===== config.mk =====
export PLATFORM = sky130hd
export DESIGN_NAME = sacs_seq
export DESIGN_NICKNAME = d
export VERILOG_FILES = /design/src/sacs_pkg.sv /design/src/sacs_seq.sv
export VERILOG_INCLUDE_DIRS = /design/src /design/src/src
export SDC_FILE = /design/constraint.sdc
export NUM_CORES = 1
export LEC_CHECK = 0
export BUFFER_PORTS_ARGS = -buffer_cell sky130_fd_sc_hd__buf_2
export CAP_MARGIN = 40
export CORE_ASPECT_RATIO = 1.25
export CORE_MARGIN = 1.5
export CORE_UTILIZATION = 50
export CTS_CLUSTER_SIZE = 10
export DETAILED_ROUTE_END_ITERATION = 10
export GPL_TIMING_DRIVEN = 0
export PLACE_DENSITY = 0.77
export SLEW_MARGIN = 20
export SYNTH_ARGS = -nofsm -noshare
export SYNTH_HDL_FRONTEND = slang
export SYNTH_HIERARCHICAL = 1
export SYNTH_SLANG_ARGS = --single-unit

===== constraint.sdc =====
create_clock -name clk -period 3.8 [get_ports clk]
set_input_delay 0.57 -clock clk [delete_from_list [all_inputs] [get_ports clk]]
set_output_delay 0.57 -clock clk [all_outputs]
set_load 0.05 [all_outputs]

===== src/sacs_map.svh =====
// Purpose: Offsets, counts and reset values for the conversion sequencer
// Assumes: Counts are in serial clock rising edges unless noted
// Notes:   Definitions only
`ifndef SACS_MAP_SVH
`define SACS_MAP_SVH

// Edge counts within one conversion
`define SACS_POP_EDGE      5'd2
`define SACS_PPD_FIRST     5'd3
`define SACS_MSB_EDGE      5'd4
`define SACS_TRACK_EDGE    5'd14
`define SACS_LAST_BIT_EDGE 5'd15
`define SACS_CONV_EDGES    5'd16
`define SACS_CNT_MAX       5'd17

// Result framing and buffering
`define SACS_CODE_W        10
`define SACS_SAMPLE_W      12
`define SACS_FIFO_DEPTH    16

// Reset values
`define SACS_CNT_RST       5'd0
`define SACS_RESTART_RST   1'b0

`endif


===== src/sacs_pkg.sv =====
// Purpose: Types shared by the conversion sequencer
// Assumes: Constants come from sacs_map.svh
// Notes:   Types only
`include "sacs_map.svh"

package sacs_pkg;

  typedef struct packed {
    logic [`SACS_CODE_W-1:0] code;
    logic                    sub_bit_upper;
    logic                    sub_bit_lower;
  } sacs_sample_t;

  typedef enum logic [1:0] {
    ST_TRACK = 2'b00,
    ST_HOLD  = 2'b01,
    ST_PPD   = 2'b10
  } sacs_state_t;

endpackage


===== src/sacs_seq.sv =====
// Purpose: Digital sequencer of a 10-bit serial SAR converter
// Assumes: clk 10 MHz; serial clock and trigger are asynchronous pins
// Notes:   Sample word arrives from the converter core on clk
`timescale 1ns/100ps
`include "sacs_map.svh"

////////////////////////////////////////////////////////////////////////////
module sacs_fifo #(
  parameter int W = `SACS_SAMPLE_W,
  parameter int D = `SACS_FIFO_DEPTH
) (
  // Clock and reset
  input  wire logic         clk,
  input  wire logic         rst_n,
  // Fill side
  input  wire logic         in_valid,
  output logic              in_ready,
  input  wire logic [W-1:0] in_data,
  // Drain side
  output logic              out_valid,
  input  wire logic         out_ready,
  output logic [W-1:0]      out_data
);
  localparam int AW = $clog2(D);

  logic [W-1:0] mem_q [D];
  logic [AW-1:0] wr_q, wr_d, rd_q, rd_d;
  logic [AW:0]   cnt_q, cnt_d;
  logic          push, pop;

  assign in_ready  = (cnt_q != (AW+1)'(D));
  assign out_valid = (cnt_q != '0);
  assign out_data  = mem_q[rd_q];
  assign push      = in_valid && in_ready;
  assign pop       = out_valid && out_ready;

  always_comb begin
    wr_d  = push ? AW'(wr_q + 1'b1) : wr_q;
    rd_d  = pop ? AW'(rd_q + 1'b1) : rd_q;
    cnt_d = cnt_q;
    if (push && !pop) begin
      cnt_d = (AW+1)'(cnt_q + 1'b1);
    end else if (pop && !push) begin
      cnt_d = (AW+1)'(cnt_q - 1'b1);
    end
  end

  always_ff @(posedge clk) begin
    if (!rst_n) begin
      wr_q  <= '0;
      rd_q  <= '0;
      cnt_q <= '0;
    end else begin
      wr_q  <= wr_d;
      rd_q  <= rd_d;
      cnt_q <= cnt_d;
    end
  end

  always_ff @(posedge clk) begin
    if (push) begin
      mem_q[wr_q] <= in_data;
    end
  end
endmodule // sacs_fifo

////////////////////////////////////////////////////////////////////////////
module sacs_seq
  import sacs_pkg::*;
(
  // Clock and reset
  input  wire logic   clk,
  input  wire logic   rst_n,
  // Serial link pins
  input  wire logic   serial_clk,
  input  wire logic   conversion_trigger,
  output logic        dout,
  output logic        dout_oe,
  // Converter core side
  input  sacs_sample_t sample_in,
  output logic        sample_ready,
  // Status
  output logic        track,
  output logic        partial_pd,
  output logic        restart,
  output logic        conv_done,
  output logic        result_ok
);
  // Synchronisers and edge finders
  logic [2:0] sck_q, trg_q;
  logic       sclk_rise, trig_fall, trig_rise;

  always_ff @(posedge clk) begin
    if (!rst_n) begin
      sck_q <= 3'h0;
      trg_q <= 3'h7;
    end else begin
      sck_q <= {sck_q[1:0], serial_clk};
      trg_q <= {trg_q[1:0], conversion_trigger};
    end
  end

  assign sclk_rise = sck_q[1] && !sck_q[2];
  assign trig_fall = !trg_q[1] && trg_q[2];
  assign trig_rise = trg_q[1] && !trg_q[2];

  //////////////////////////////////////////////////////////////////////////
  // Sample buffer
  logic         pop_req, fifo_valid;
  logic [11:0]  fifo_data;

  sacs_fifo #(.W(`SACS_SAMPLE_W), .D(`SACS_FIFO_DEPTH)) u_fifo (
    .clk       (clk),
    .rst_n     (rst_n),
    .in_valid  (trig_fall),
    .in_ready  (sample_ready),
    .in_data   (sample_in),
    .out_valid (fifo_valid),
    .out_ready (pop_req),
    .out_data  (fifo_data)
  );

  //////////////////////////////////////////////////////////////////////////
  // Sequencer state
  sacs_state_t state_q, state_d;
  logic [4:0]  cnt_q, cnt_d;
  logic [11:0] frame_q, frame_d;
  logic        restart_q, restart_d;
  logic        dout_q, dout_d, oe_q, oe_d, track_q, track_d;
  logic        done_q, done_d, ok_q, ok_d, hold;

  assign hold    = (state_q == ST_HOLD);
  assign pop_req = hold && sclk_rise && (cnt_q == `SACS_POP_EDGE);

  always_comb begin
    state_d   = state_q;
    cnt_d     = cnt_q;
    restart_d = restart_q;
    frame_d   = frame_q;
    dout_d    = dout_q;
    oe_d      = oe_q;
    done_d    = 1'b0;
    if (trig_fall) begin
      cnt_d = `SACS_CNT_RST;
    end else if (sclk_rise && cnt_q != `SACS_CNT_MAX) begin
      cnt_d = cnt_q + 5'd1;
    end
    case (state_q)
      ST_TRACK: begin
        if (trig_fall) begin
          state_d = ST_HOLD;
        end
      end
      ST_PPD: begin
        if (trig_fall) begin
          state_d   = ST_HOLD;
          restart_d = 1'b1;
        end
      end
      ST_HOLD: begin
        if (trig_rise) begin
          if (cnt_q >= `SACS_PPD_FIRST && cnt_q < `SACS_TRACK_EDGE) begin
            state_d = ST_PPD;
          end else begin
            state_d = ST_TRACK;
          end
        end
      end
      default: begin
        state_d = ST_TRACK;
      end
    endcase
    done_d = sclk_rise && !trig_fall && (state_q != ST_PPD) &&
             (cnt_q == `SACS_LAST_BIT_EDGE);
    if (done_d) begin
      restart_d = 1'b0;
    end
    ok_d = done_d && !restart_q;
    if (pop_req) begin
      frame_d = fifo_valid ? fifo_data : 12'h000;
    end
    if (trig_fall) begin
      dout_d = 1'b0;
      oe_d   = 1'b1;
    end else if (trig_rise) begin
      oe_d = 1'b0;
    end else if (hold && sclk_rise) begin
      if (cnt_d >= `SACS_MSB_EDGE && cnt_d <= `SACS_LAST_BIT_EDGE) begin
        dout_d = frame_q[4'(`SACS_LAST_BIT_EDGE - cnt_d)];
      end else begin
        dout_d = 1'b0;
      end
      if (cnt_q == `SACS_CONV_EDGES) begin
        oe_d = 1'b0;
      end
    end
    track_d = (state_d != ST_HOLD) || (cnt_d >= `SACS_TRACK_EDGE);
  end

  always_ff @(posedge clk) begin
    if (!rst_n) begin
      state_q   <= ST_TRACK;
      cnt_q     <= `SACS_CNT_RST;
      restart_q <= `SACS_RESTART_RST;
      frame_q   <= 12'h000;
      dout_q    <= 1'b0;
      oe_q      <= 1'b0;
      track_q   <= 1'b1;
      done_q    <= 1'b0;
      ok_q      <= 1'b0;
    end else begin
      state_q   <= state_d;
      cnt_q     <= cnt_d;
      restart_q <= restart_d;
      frame_q   <= frame_d;
      dout_q    <= dout_d;
      oe_q      <= oe_d;
      track_q   <= track_d;
      done_q    <= done_d;
      ok_q      <= ok_d;
    end
  end

  assign dout       = dout_q;
  assign dout_oe    = oe_q;
  assign track      = track_q;
  assign partial_pd = (state_q == ST_PPD);
  assign restart    = restart_q;
  assign conv_done  = done_q;
  assign result_ok  = ok_q;
endmodule // sacs_seq


# Word level (Yosys, flattened, before mapping)
# Memories as Yosys holds them, arrays and structs flattened. A register that Yosys moved wholly into a read port is not among the register bits.
# Cells that the tools add are included.
dict set report totals {
  out_inout_bits 8
  wordCells 93
  memories 1
  ramBits 192
  regBits 44
}
# memory words width read_ports rd_ports_with_merged_regs wr line
set mem_list {}
lappend mem_list {u_fifo.mem_q 16 12 1 1 1 sacs_seq.sv:26} ;# logic [W-1:0] mem_q [D];
dict set report op_classes {
  bitwise_logic 2
  n_addsub 6
  eq_ne 9
  order_cmp 6
  muxes 20
  reduce_logical 35
}
# op n
set ops {}
lappend ops {{$mux 5} 4}
lappend ops {{$logic_and 1x1->1} 16}
lappend ops {{$mux 12} 1}
lappend ops {{$add 5x1->5 const B} 2}
lappend ops {{$ne 5x5->1 const B} 2}
lappend ops {{$add 4x1->4 const B} 2}
lappend ops {{$mux 1} 8}
lappend ops {{$mux 4} 2}
lappend ops {{$logic_not 1->1} 7}
lappend ops {{$mux 2} 3}
lappend ops {{$reduce_and 2->1} 3}
lappend ops {{$reduce_bool 3->1} 2}
lappend ops {{$reduce_or 2->1} 3}
lappend ops {{$eq 5x2->1 const B} 1}
lappend ops {{$eq 5x4->1 const B} 1}
lappend ops {{$eq 5x5->1 const B} 1}
lappend ops {{$ge 5x2->1 const B} 1}
lappend ops {{$ge 5x3->1 const B} 1}
lappend ops {{$ge 5x4->1 const B} 1}
lappend ops {{$le 5x4->1 const B} 1}
lappend ops {{$lt 4x5->1 const B} 1}
lappend ops {{$lt 5x4->1 const B} 1}
lappend ops {{$reduce_bool 5->1} 1}
lappend ops {{$sub 5x1->5 const B} 1}
lappend ops {{11 further kinds} 12}

# Logic depth before layout (Yosys ltp)
# Gate-level depths: netlist of run 1.
dict set report depth {
  ltp_word 9
  mapped_depth 13
  depth_no_buf 12
}

# Hierarchy
# Netlist of run 1, hierarchy kept.
# module seq_area_each_um2 n_inst area_each_um2 cells_each
set modules_own_cells {}
lappend modules_own_cells {sacs_fifo 6105.9 1 8179.1 403}
lappend modules_own_cells {sacs_seq 620.6 1 1682.9 190}

# Least setup slack after synthesis of run 1
# Ideal clock, no wire load.
dict set report synth_path {
  path_type {flip-flop to flip-flop}
  startpoint {register, netlist name cnt_q[2]}
  endpoint {register u_fifo.cnt_q[4]}
  setup_time_ns 0.072
  t_arrival_ns 2.775
  n_path_buf 2
  setup_slack_ns 0.954
  synth_period_minus_slack_ns 2.846
  path_stages_with_launch 14
  cell_sequence {dfxtp_1 buf_2 or4_1 nand3b_1 inv_2 buf_2 o21ai_4 ha_1 inv_1 ha_1 a21oi_1 a211oi_1 a31oi_1 mux2i_1}
}
# item line
set synth_lines {}
lappend synth_lines {{to (signal assigned)} sacs_seq.sv:56} ;# cnt_q <= cnt_d;
lappend synth_lines {{to (decl)} sacs_seq.sv:28} ;# logic [AW:0] cnt_q, cnt_d;

==> flow_metrics.env, run 1 <==
export IMPL_rows=57
export IMPL_path_buf_inv=4
export IMPL_wirelength_mm=20.6
export IMPL_drtIter0Drc=396
export IMPL_netlist_area_um2=9860
export IMPL_layout_common_cells="192 x edfxtp_1, 48 x dfxtp_1, 48 x mux4_2, 36 x clkbuf_1, 35 x nand2_1"
export IMPL_period_share_pct=86.9
export IMPL_synth_cells=593
export IMPL_cts_made_buffers=28
export IMPL_wl_per_cell_um=22.1
export IMPL_ys_flop_type="edfxtp_1"
export IMPL_setup_tns_ns=0
export IMPL_hold_path_class="primary input to register"
export IMPL_grt_max_degree=18
export IMPL_fin_nets=679
export IMPL_finClkSkew_ns=0.0185
export IMPL_die_x_um=129
export IMPL_diodes=0
export IMPL_track_usage_pct=20.8
export IMPL_ios=24
export IMPL_gr_total_overflow=0
export IMPL_p_sw_share_pct=20.1
export IMPL_post_cts_resized=0
export IMPL_maxCapViolations=0
export IMPL_irDropWorstVdd_mv=0.433
export IMPL_start_util_pct=50.8
export IMPL_grt_pass1_vias=5743
export IMPL_drcViolationCount=0
export IMPL_p_seq_share_pct=52.5
export IMPL_wl_met3_mm=1.02
export IMPL_reg2reg_slack_ns=0.50
export IMPL_critPathMaxStageDelay_ns=0.56
export IMPL_grt_pass1_wl_mm=32.1
export IMPL_setup_violations=0
export IMPL_relSlewSlack_pct=46.8
export IMPL_hold_start="conversion_trigger"
export IMPL_syn_nets=626
export IMPL_synth_edff_count=192
export IMPL_area_growth_pct=13.1
export IMPL_crit_arrival_ns=3.75
export IMPL_vias_per_cell=5.81
export IMPL_wl_met1_mm=7.93
export IMPL_dpl_hpwl_mm=13.4
export IMPL_async_reset_ff_share_pct=0
export IMPL_fin_ws_ns=0.498
export IMPL_worst_pin_slew_ns=0.798
export IMPL_clk_insertion_delay_late_ns=0.53
export IMPL_firstDrtPassIters=6
export IMPL_finalHoldViolations=0
export IMPL_clockBufferDepth=3
export IMPL_die_y_um=160
export IMPL_crit_type="register to register"
export IMPL_outcome="complete, no violations"
export IMPL_gp_congestion=0.871
export IMPL_fmax_mhz=303
export IMPL_crit_slowest_cell="or4_1"
export IMPL_holdPathStages=2
export IMPL_antenna_found_initial=0
export IMPL_crit_path_max_fanout=11
export IMPL_dr_max_layer_used="met4"
export IMPL_pre_cts_slack_ns=0.560
export IMPL_p_comb_share_pct=3.1
export IMPL_startpoint_type="register"
export IMPL_p_int_w=0.00435
export IMPL_portBuffers=23
export IMPL_ys_warnings_count=6
export IMPL_ys_ff_latch=240
export IMPL_r2r_cells=13
export IMPL_cts_root_buf="clkbuf_16"
export IMPL_fin_crit_ns=3.30
export IMPL_rsz0062_at_grt="no"
export IMPL_syn_area_per_cell_um2=16.6
export IMPL_drtAntennaViolNets=0
export IMPL_yosysUniqueCellTypes=65
export IMPL_drive_above_1_share_pct=20.5
export IMPL_seq_area_frac_synth_pct=68.2
export IMPL_end_kind="register"
export IMPL_rr_endpoint="u_fifo/cnt_q[4]"
export IMPL_fp_dieArea_um2=20600
export IMPL_postCtsSetupBuffers=0
export IMPL_cts_clk_slew_worst_paths_ns=0.05
export IMPL_dr_wl_met2_mm=10.8
export IMPL_core_area_um2=19400
export IMPL_clkPwrFrac_pct=44.4
export IMPL_critical_path_top_delay_family="simple AND/OR/NAND/NOR gates"
export IMPL_final_common_cell="edfxtp_1"
export IMPL_num_vias=5421
export IMPL_rr_startpoint="cnt_q[2]"
export IMPL_cp_cell_sequence="buf_2, or4_1, nand3b_1, inv_2, buf_2, o21ai_4, ha_1, inv_1, ha_1, a21oi_1, a211oi_1, a31oi_1, mux2i_1"
export IMPL_h_tree_depth=1
export IMPL_holdPathEnd="trg_q[0]"
export IMPL_p_leak_nw=3.71
export IMPL_cts_sinks=240
export IMPL_cts_hold_fix_buffers=0
export IMPL_powerDensity_nw_per_um2=488
export IMPL_cts_tree="yes"
export IMPL_power_switching_w=0.00109
export IMPL_critPathRequiredTime_ns=4.25
export IMPL_drv_slew=0
==> cell usage after synthesis (all sizes together) (4+ instances only) <==
library cell | n | area, um2
a211oi | 5 | 42.5
and2 | 26 | 163
ha | 16 | 200
o21ai | 5 | 36.3
mux4 | 48 | 1080
a22oi | 25 | 188
xnor2 | 7 | 61.3
o21a | 4 | 30.0
buf | 12 | 81.3
nor3 | 4 | 20.0
and3 | 4 | 31.3
mux2i | 8 | 80.1
a21boi | 13 | 101
nand2 | 35 | 131
nand2b | 9 | 63.8
a21oi | 7 | 35.0
nor4 | 4 | 37.5
nor2 | 19 | 71.3
dfxtp | 48 | 961
inv | 16 | 60.1
nand3 | 20 | 100
clkbuf | 16 | 60.1
nor2b | 8 | 50.1
edfxtp | 192 | 5770
==> final cells by class <==
class / count / area, um2
fill: 1449 / 8250
sequential: 240 / 6730
multi-input combinational: 309 / 2940
clock buffer: 51 / 828
tap: 265 / 332
buffer: 28 / 141
timing repair buffer: 23 / 115
inverter: 16 / 60.1
clock inverter: 1 / 5.00
==> state kept, by name, indices dropped and copies added, names as in the netlist, named ones only <==
name,flops
cnt_q,5
conv_done,1
dout,1
dout_oe,1
frame_q,12
restart,1
result_ok,1
sck_q,3
state_q,2
track,1
trg_q,3
u_fifo/cnt_q,5
u_fifo/mem_q,192
u_fifo/rd_q,4
u_fifo/wr_q,4
==> cell families (layout without fill, tap and decap cells) <==
family / count (synthesis) / after routing / synth area share [%]
flops: 240 / 240 / 68.2
mux: 56 / 56 / 11.8
simple gates: 151 / 151 / 8.91
buf+inv: 44 / 119 / 2.04
fa+ha+maj: 17 / 17 / 2.23
compound gates: 76 / 76 / 6.04
xor+xnor: 9 / 9 / 0.799
==> routing by layer <==
metal / up-vias / global-route usage, %
met5: - / 0
met4: 0 / 8.89
met3: 50 / 3.28
met2: 198 / 36.8
met1: 2747 / 25.0
li1: 2426 / -
==> power groups by stage <==
stage          Clock [W]  Combinational [W]  Sequential [W]
6_report         0.00242           0.000168         0.00286
5_1_grt          0.00256           0.000185         0.00286
4_1_cts          0.00245           0.000168         0.00286
3_5_place_dp           0           0.000166         0.00292
3_3_place_gp           0           0.000156         0.00291
2_1_floorplan          0          0.0000932         0.00292
==> worst max-delay path by stage <==
stage,startpoint,endpoint,slack [ns],cells after the start
2_1_floorplan,cnt_q[2],u_fifo/cnt_q[4],0.95,13
3_3_place_gp,cnt_q[2],u_fifo/cnt_q[4],0.64,13
3_5_place_dp,cnt_q[2],u_fifo/cnt_q[4],0.56,13
4_1_cts,cnt_q[2],u_fifo/cnt_q[4],0.54,13
5_1_grt,cnt_q[2],u_fifo/cnt_q[4],0.24,13
6_report,cnt_q[2],u_fifo/cnt_q[4],0.50,13
==> through the flow <==
| stage | area (um2) | util, % | cells | total power (W) | hold slack, ns |
|---|---|---|---|---|---|
| final | 11200 | 57.5 | 933 | 0.00545 | 0.241 |
| after global routing | 11200 | 57.5 | 933 | 0.00560 | 0.240 |
| after CTS | 11200 | 57.5 | 933 | 0.00548 | 0.228 |
| after detailed placement | 10300 | 53.2 | 881 | 0.00308 | 0.408 |
| after global placement | 10300 | 53.1 | 881 | 0.00307 | 0.402 |
| after floorplan | 9860 | - | 593 | 0.00301 | 0.386 |
(Power assumes the default switching activity.)
==> run 2, diff against run 1 <==
Settings changed: ABC_AREA set to 1, CORE_ASPECT_RATIO 1.25 to not set.
==> run 2 against run 1 <==
  * Clock power shrank 8.7%
  * Wire length grew 25%
  * Largest power group unchanged
  * Largest cell class unchanged
  * Die area grew 8.0%
==> flow_metrics.env, run 2 <==
export IMPL_synth_most_common_cell="nand2_1"
export IMPL_regArea_um2=6730
export IMPL_area_growth_pct=11.9
export IMPL_drcViolationCount=0
export IMPL_fin_crit_ns=2.81
export IMPL_netlist_area_um2=10700
export IMPL_ios=24
export IMPL_fin_ws_ns=0.994
export IMPL_synth_compound_area_share_pct=1.92
export IMPL_critPathRequiredTime_ns=4.22
export IMPL_critPathMaxStageDelay_ns=0.34
export IMPL_maxCapViolations=0
export IMPL_async_reset_ff_share_pct=0
export IMPL_yosys_area_share_xor_xnor_pct=0.246
export IMPL_ys_warnings_count=6
export IMPL_top_register="u_fifo/mem_q"
export IMPL_grt_pass1_vias=7570
export IMPL_cts_made_buffers=27
export IMPL_grt_pass1_wl_mm=40.1
export IMPL_rows=53
export IMPL_cts_clk_slew_worst_paths_ns=0.05
export IMPL_cts_hold_fix_buffers=0
export IMPL_largest_reg_flops=192
export IMPL_num_vias=7736
export IMPL_core_area_um2=21000
export IMPL_relSlewSlack_pct=43.2
export IMPL_postPlaceCellArea_um2=11200
export IMPL_synth_top_area_share_pct=54.0
export IMPL_fmax_mhz=356
export IMPL_multi_input_area_um2=3000
export IMPL_die_y_um=149
export IMPL_crit_path_max_fanout=12
export IMPL_hold_path_class="primary input to register"
export IMPL_portBuffers=22
export IMPL_rsz0062_at_grt="no"
export IMPL_start_util_pct=50.9
export IMPL_setup_violations=0
export IMPL_cts_sinks=240
export IMPL_antenna_found_initial=0
export IMPL_worst_pin_slew_ns=0.852
export IMPL_wirelength_mm=25.8
export IMPL_gr_total_overflow=0
export IMPL_muxShareOfSynthArea_pct=0
export IMPL_fin_area_um2=11900
export IMPL_period_share_pct=73.8
export IMPL_power_switching_w=0.00107
export IMPL_synth_top_family_by_area="simple AND/OR/NAND/NOR gates"
export IMPL_layout_common_cells="326 x nand2_1, 192 x edfxtp_1, 181 x inv_1, 176 x nand3_1, 48 x dfxtp_1"
export IMPL_synthTopCellsByArea="edfxtp_1 54%, nand2_1 11%, dfxtp_1 9.0%"
export IMPL_finClkSkew_ns=0.0154
export IMPL_post_cts_resized=0
export IMPL_die_x_um=149
export IMPL_synth_fa_ha_area_share_pct=2.06
export IMPL_synthSimpleGateAreaFrac_pct=23.7
export IMPL_startpoint_type="register"
export IMPL_diodes=0
export IMPL_reg_top3="u_fifo/mem_q x192, frame_q x12"
export IMPL_cp_cell_sequence="inv_2, nor2_8, inv_2, nor2_2, nand4_2, inv_2, buf_4, nand2_1, ha_1, inv_1, ha_1, or2_2, nand3_1, nand2_1, o21ai_0, inv_1"
export IMPL_h_tree_depth=1
export IMPL_ys_flop_type="edfxtp_1"
export IMPL_fp_dieArea_um2=22200
export IMPL_firstDrtPassIters=6
export IMPL_clockBufferDepth=3
export IMPL_p_comb_share_pct=3.3
export IMPL_total_power_w=0.00524
export IMPL_drtIter0Drc=839
export IMPL_vias_per_cell=5.33
export IMPL_wl_per_cell_um=17.8
export IMPL_drv_slew=0
export IMPL_end_kind="register"
export IMPL_powerDensity_nw_per_um2=439
export IMPL_synth_area_leader_cell="edfxtp_1"
export IMPL_syn_nets=1143
export IMPL_gp_congestion=0.884
export IMPL_drive_above_1_share_pct=10.1
export IMPL_p_seq_share_pct=54.6
export IMPL_cts_tree="yes"
export IMPL_syn_area_per_cell_um2=9.62
export IMPL_setup_tns_ns=0
export IMPL_clk_insertion_delay_late_ns=0.53
export IMPL_crit_type="register to register"
export IMPL_dpl_hpwl_mm=17.0
export IMPL_crit_arrival_ns=3.22
export IMPL_pre_cts_slack_ns=1.03
export IMPL_crit_path_frequent_cell="inv_2"
export IMPL_ys_ff_latch=240
export IMPL_track_usage_pct=24.1
export IMPL_p_int_w=0.00418
export IMPL_crit_slowest_cell="dfxtp_1"
export IMPL_p_leak_nw=5.08
export IMPL_finalHoldViolations=0
export IMPL_yosys_top_cells_count="326 x nand2_1, 192 x edfxtp_1, 181 x inv_1"
export IMPL_clkPwrFrac_pct=42.1
export IMPL_seq_area_frac_synth_pct=63.0
export IMPL_fin_nets=1202
export IMPL_outcome="complete, no violations"
export IMPL_final_fill_count=1766
export IMPL_drtAntennaViolNets=0
export IMPL_cts_root_buf="clkbuf_16"
export IMPL_final_common_cell="nand2_1"
export IMPL_irDropWorstVdd_mv=0.379
export IMPL_yosysUniqueCellTypes=33
export IMPL_postCtsSetupBuffers=0
export IMPL_synth_edff_count=192
export IMPL_grt_max_degree=17
export IMPL_synth_cells=1110
export IMPL_p_sw_share_pct=20.4
run 2: cell types whose count changed in the layout (fill, tap and decap cells not counted), moves of 25 or more:
| cell | delta |
|---|---|
| and2_1 | -26 |
| nand2_1 | +291 |
| inv_1 | +166 |
| nand3_1 | +156 |
| nor2_1 | +29 |
| a22oi_1 | -25 |
| mux4_2 | -48 |
run 2: logic make-up after synthesis:
family	count (synthesis)
xor gates and xnor gates	3
buffers and inverters	233
and+or+nand+nor	580
DFF	240
AOI/OAI and AO/OA	37
adders and majority gates	17
run 2: final timing paths:
check,from,to,slack [ns],cells past startpoint
hold / removal,serial_clk,sck_q[0],0.23,3
setup / recovery,sck_q[1],u_fifo/cnt_q[4],0.99,16
hold reg to reg,trg_q[0],trg_q[1],0.42,1
setup reg to reg,sck_q[1],u_fifo/cnt_q[4],0.99,16
run 2: metrics by stage:
stage / instances / hold slack, ns / util, %
detailed placement: 1415 / 0.409 / 53.6
floorplan: 1110 / 0.390 / -
global placement: 1407 / 0.396 / 53.1
global route: 1452 / 0.229 / 57.0
finish: 1452 / 0.232 / 57.0
CTS: 1452 / 0.221 / 57.0
run 2: worst max-delay path, delay by kind of cell (launching register included):
family	cells	cell delay [ns]
buf+inv	6	0.65
compound gates	1	0.17
flops	1	0.34
simple gates	7	1.01
fa+ha+maj	2	0.52
run 2: layout make-up:
| cell class | count | area share (%) |
|---|---|---|
| Sequential cell | 240 | 56.3 |
| Timing Repair Buffer | 30 | 1.55 |
| Buffer | 46 | 2.18 |
| Inverter | 187 | 5.90 |
| Clock buffer | 36 | 5.94 |
| Tap cell | 275 | 2.88 |
| Multi-Input combinational cell | 637 | 25.1 |
| Clock inverter | 1 | 0.0733 |
run 2: power groups by stage:
stage,sequential (W),combinational [W],clock (W)
2_1_floorplan,0.00292,0.0000929,0
3_3_place_gp,0.00292,0.000162,0
3_5_place_dp,0.00292,0.000169,0
4_1_cts,0.00286,0.000170,0.00224
5_1_grt,0.00286,0.000190,0.00235
6_report,0.00286,0.000171,0.00221
run 2: metal layers:
| metal | track usage [%] | up-vias | wire [um] |
|---|---|---|---|
| li1 | - | 3695 | - |
| met3 | 3.61 | 71 | 2090 |
| met2 | 40.7 | 330 | 12500 |
| met1 | 29.7 | 3640 | 9900 |
| met4 | 13.0 | 0 | 1300 |
| met5 | 0 | - | 0 |
==> run 3, diff against run 2 <==
Settings changed: PLACE_DENSITY 0.77 to 0.8.
Clock period 3.8 ns to 2.3 ns, I/O delays scaled along.
==> run 3 against run 2 <==
  * Sequential power is 65% higher
  * Critical path type unchanged
  * Via count is 3.6% higher
  * Cell count is 0.34% higher
==> flow_metrics.env, run 3 (same netlist as run 2, synthesis figures left out) <==
export IMPL_outcome="complete, no violations"
export IMPL_crit_type="register to register"
export IMPL_startpoint_type="register"
export IMPL_top_register="u_fifo/mem_q"
export IMPL_irDropWorstVdd_mv=0.692
export IMPL_die_y_um=149
export IMPL_drv_slew=0
export IMPL_h_tree_depth=1
export IMPL_hold_start="conversion_trigger"
export IMPL_crit_path_frequent_cell="nand2_1"
export IMPL_gr_total_overflow=0
export IMPL_finalHoldViolations=0
export IMPL_layout_common_cells="325 x nand2_1, 192 x edfxtp_1, 176 x inv_1, 174 x nand3_1, 46 x dfxtp_1"
export IMPL_r2r_cells=12
export IMPL_cts_made_buffers=27
export IMPL_fmax_mhz=442
export IMPL_ios=24
export IMPL_final_common_cell="nand2_1"
export IMPL_vias_per_cell=5.50
export IMPL_rr_startpoint="u_fifo/cnt_q[0]"
export IMPL_relSlewSlack_pct=52.1
export IMPL_area_growth_pct=14.0
export IMPL_gp_congestion=0.890
export IMPL_grt_pass1_wl_mm=40.8
export IMPL_worst_pin_slew_ns=0.719
export IMPL_hold_path_class="primary input to register"
export IMPL_period_share_pct=98.5
export IMPL_rr_endpoint="u_fifo/cnt_q[4]"
export IMPL_drcViolationCount=0
export IMPL_fp_dieArea_um2=22200
export IMPL_wl_per_cell_um=18.5
export IMPL_end_kind="register"
export IMPL_clk_insertion_delay_late_ns=0.53
export IMPL_largest_reg_flops=192
export IMPL_fin_ws_ns=0.0353
export IMPL_finClkSkew_ns=0.00597
export IMPL_crit_slowest_cell="dfxtp_1"
export IMPL_cp_cell_sequence="nor2_1, nand3_2, nand2_4, ha_4, inv_6, fa_2, nand2_1, nand2_1, nand3_1, nand2_1, o21ai_1, inv_1"
export IMPL_crit_end="u_fifo/cnt_q[4]"
export IMPL_regArea_um2=6730
export IMPL_antenna_found_initial=0
export IMPL_hold_slack_ns=0.0162
export IMPL_num_vias=8014
export IMPL_cts_tree="yes"
export IMPL_fin_area_um2=12200
export IMPL_cts_clk_slew_worst_paths_ns=0.06
export IMPL_maxCapViolations=0
export IMPL_fin_crit_ns=2.26
export IMPL_drtAntennaViolNets=0
export IMPL_total_power_w=0.00868
export IMPL_setup_violations=0
export IMPL_final_fill_count=1738
export IMPL_grt_max_degree=17
export IMPL_crit_start="u_fifo/cnt_q[0]"
export IMPL_p_leak_nw=5.12
export IMPL_crit_arrival_ns=2.68
export IMPL_rows=53
export IMPL_cts_root_buf="clkbuf_16"
export IMPL_track_usage_pct=24.5
export IMPL_crit_path_max_fanout=6
export IMPL_pre_cts_slack_ns=-0.242
export IMPL_clockBufferDepth=3
export IMPL_portBuffers=22
export IMPL_die_x_um=149
export IMPL_powerDensity_nw_per_um2=713
export IMPL_drive_above_1_share_pct=12.6
export IMPL_drtIter0Drc=877
export IMPL_reg2reg_slack_ns=0.04
export IMPL_wirelength_mm=26.9
export IMPL_dpl_hpwl_mm=17.0
export IMPL_firstDrtPassIters=5
export IMPL_cts_sinks=240
export IMPL_diodes=0
export IMPL_postPlaceCellArea_um2=11200
export IMPL_reg_top3="u_fifo/mem_q x192, frame_q x12"
export IMPL_core_area_um2=21000
export IMPL_critPathRequiredTime_ns=2.72
export IMPL_grt_pass1_vias=7712
export IMPL_multi_input_area_um2=3180
export IMPL_start_util_pct=50.9
export IMPL_critPathMaxStageDelay_ns=0.36
export IMPL_fin_nets=1207
[run 3: changes by cell type in the layout (fill, tap and decap cells not counted), moves of 5 or more]
cell,previous run,this run
ha_1,16,11
nor2_4,1,13
inv_1,181,176
nor2_1,44,35
[run 3: worst max-delay path, delay by kind of cell, from the launching register on]
kind                       cells  cell delay (ns)
and+or+nand+nor                7             0.98
adders and majority gates      2             0.54
DFF                            1             0.36
AOI/OAI and AO/OA              1             0.15
buffers and inverters          2             0.11
[run 3: layout make-up]
cell class                 instances  area share (%)
buffer                            46            2.20
clock buffer                      36            5.83
clock inverter                     1          0.0719
inverter                         187            5.83
multi-input combinational        637            26.1
sequential                       240            55.3
tap                              275            2.83
timing repair buffer              35            1.82
[run 3: worst min path at each step]
| stage | cells after the start | to |
|---|---|---|
| 2_1_floorplan | 2 | sck_q[1] |
| 3_3_place_gp | 2 | sck_q[1] |
| 3_5_place_dp | 2 | sck_q[1] |
| 4_1_cts | 2 | trg_q[0] |
| 5_1_grt | 2 | trg_q[0] |
| 6_report | 2 | trg_q[0] |
[run 3: stage by stage]
step           TNS (ns)  utilization, %  std cells
2_1_floorplan         0               -       1110
4_1_cts          -0.451            57.6       1454
3_3_place_gp     -45.37            53.3       1407
6_report              0            58.1       1457
5_1_grt         -0.0387            58.1       1457
3_5_place_dp      -2.41            53.7       1413
[run 3: report_power, final]
group	total [W]	internal, W	switching (W)	leakage [nW]
combinational	0.000314	0.0000896	0.000225	2.66
sequential	0.00473	0.00471	0.0000206	2.12
clock	0.00364	0.00211	0.00153	0.348
[run 3: per-layer routing]
layer / global-route usage, % / vias to the layer above / share of wire [%]
li1: - / 3709 / -
met1: 30.9 / 3775 / 38
met2: 41.3 / 426 / 49
met3: 3.39 / 104 / 8.0
met4: 12.9 / 0 / 5.6
met5: 0 / - / 0
[run 3: timing repair]
| action | in CTS | in global routing |
|---|---|---|
| endpoints found under the setup margin | 92 | 150 |
| pin swaps | 2 | 4 |
| resized for setup | 19 | 20 |
| endpoints found under the hold margin | 1 | 0 |
| setup buffers | 3 | 3 |
| hold buffers | 1 | 0 |
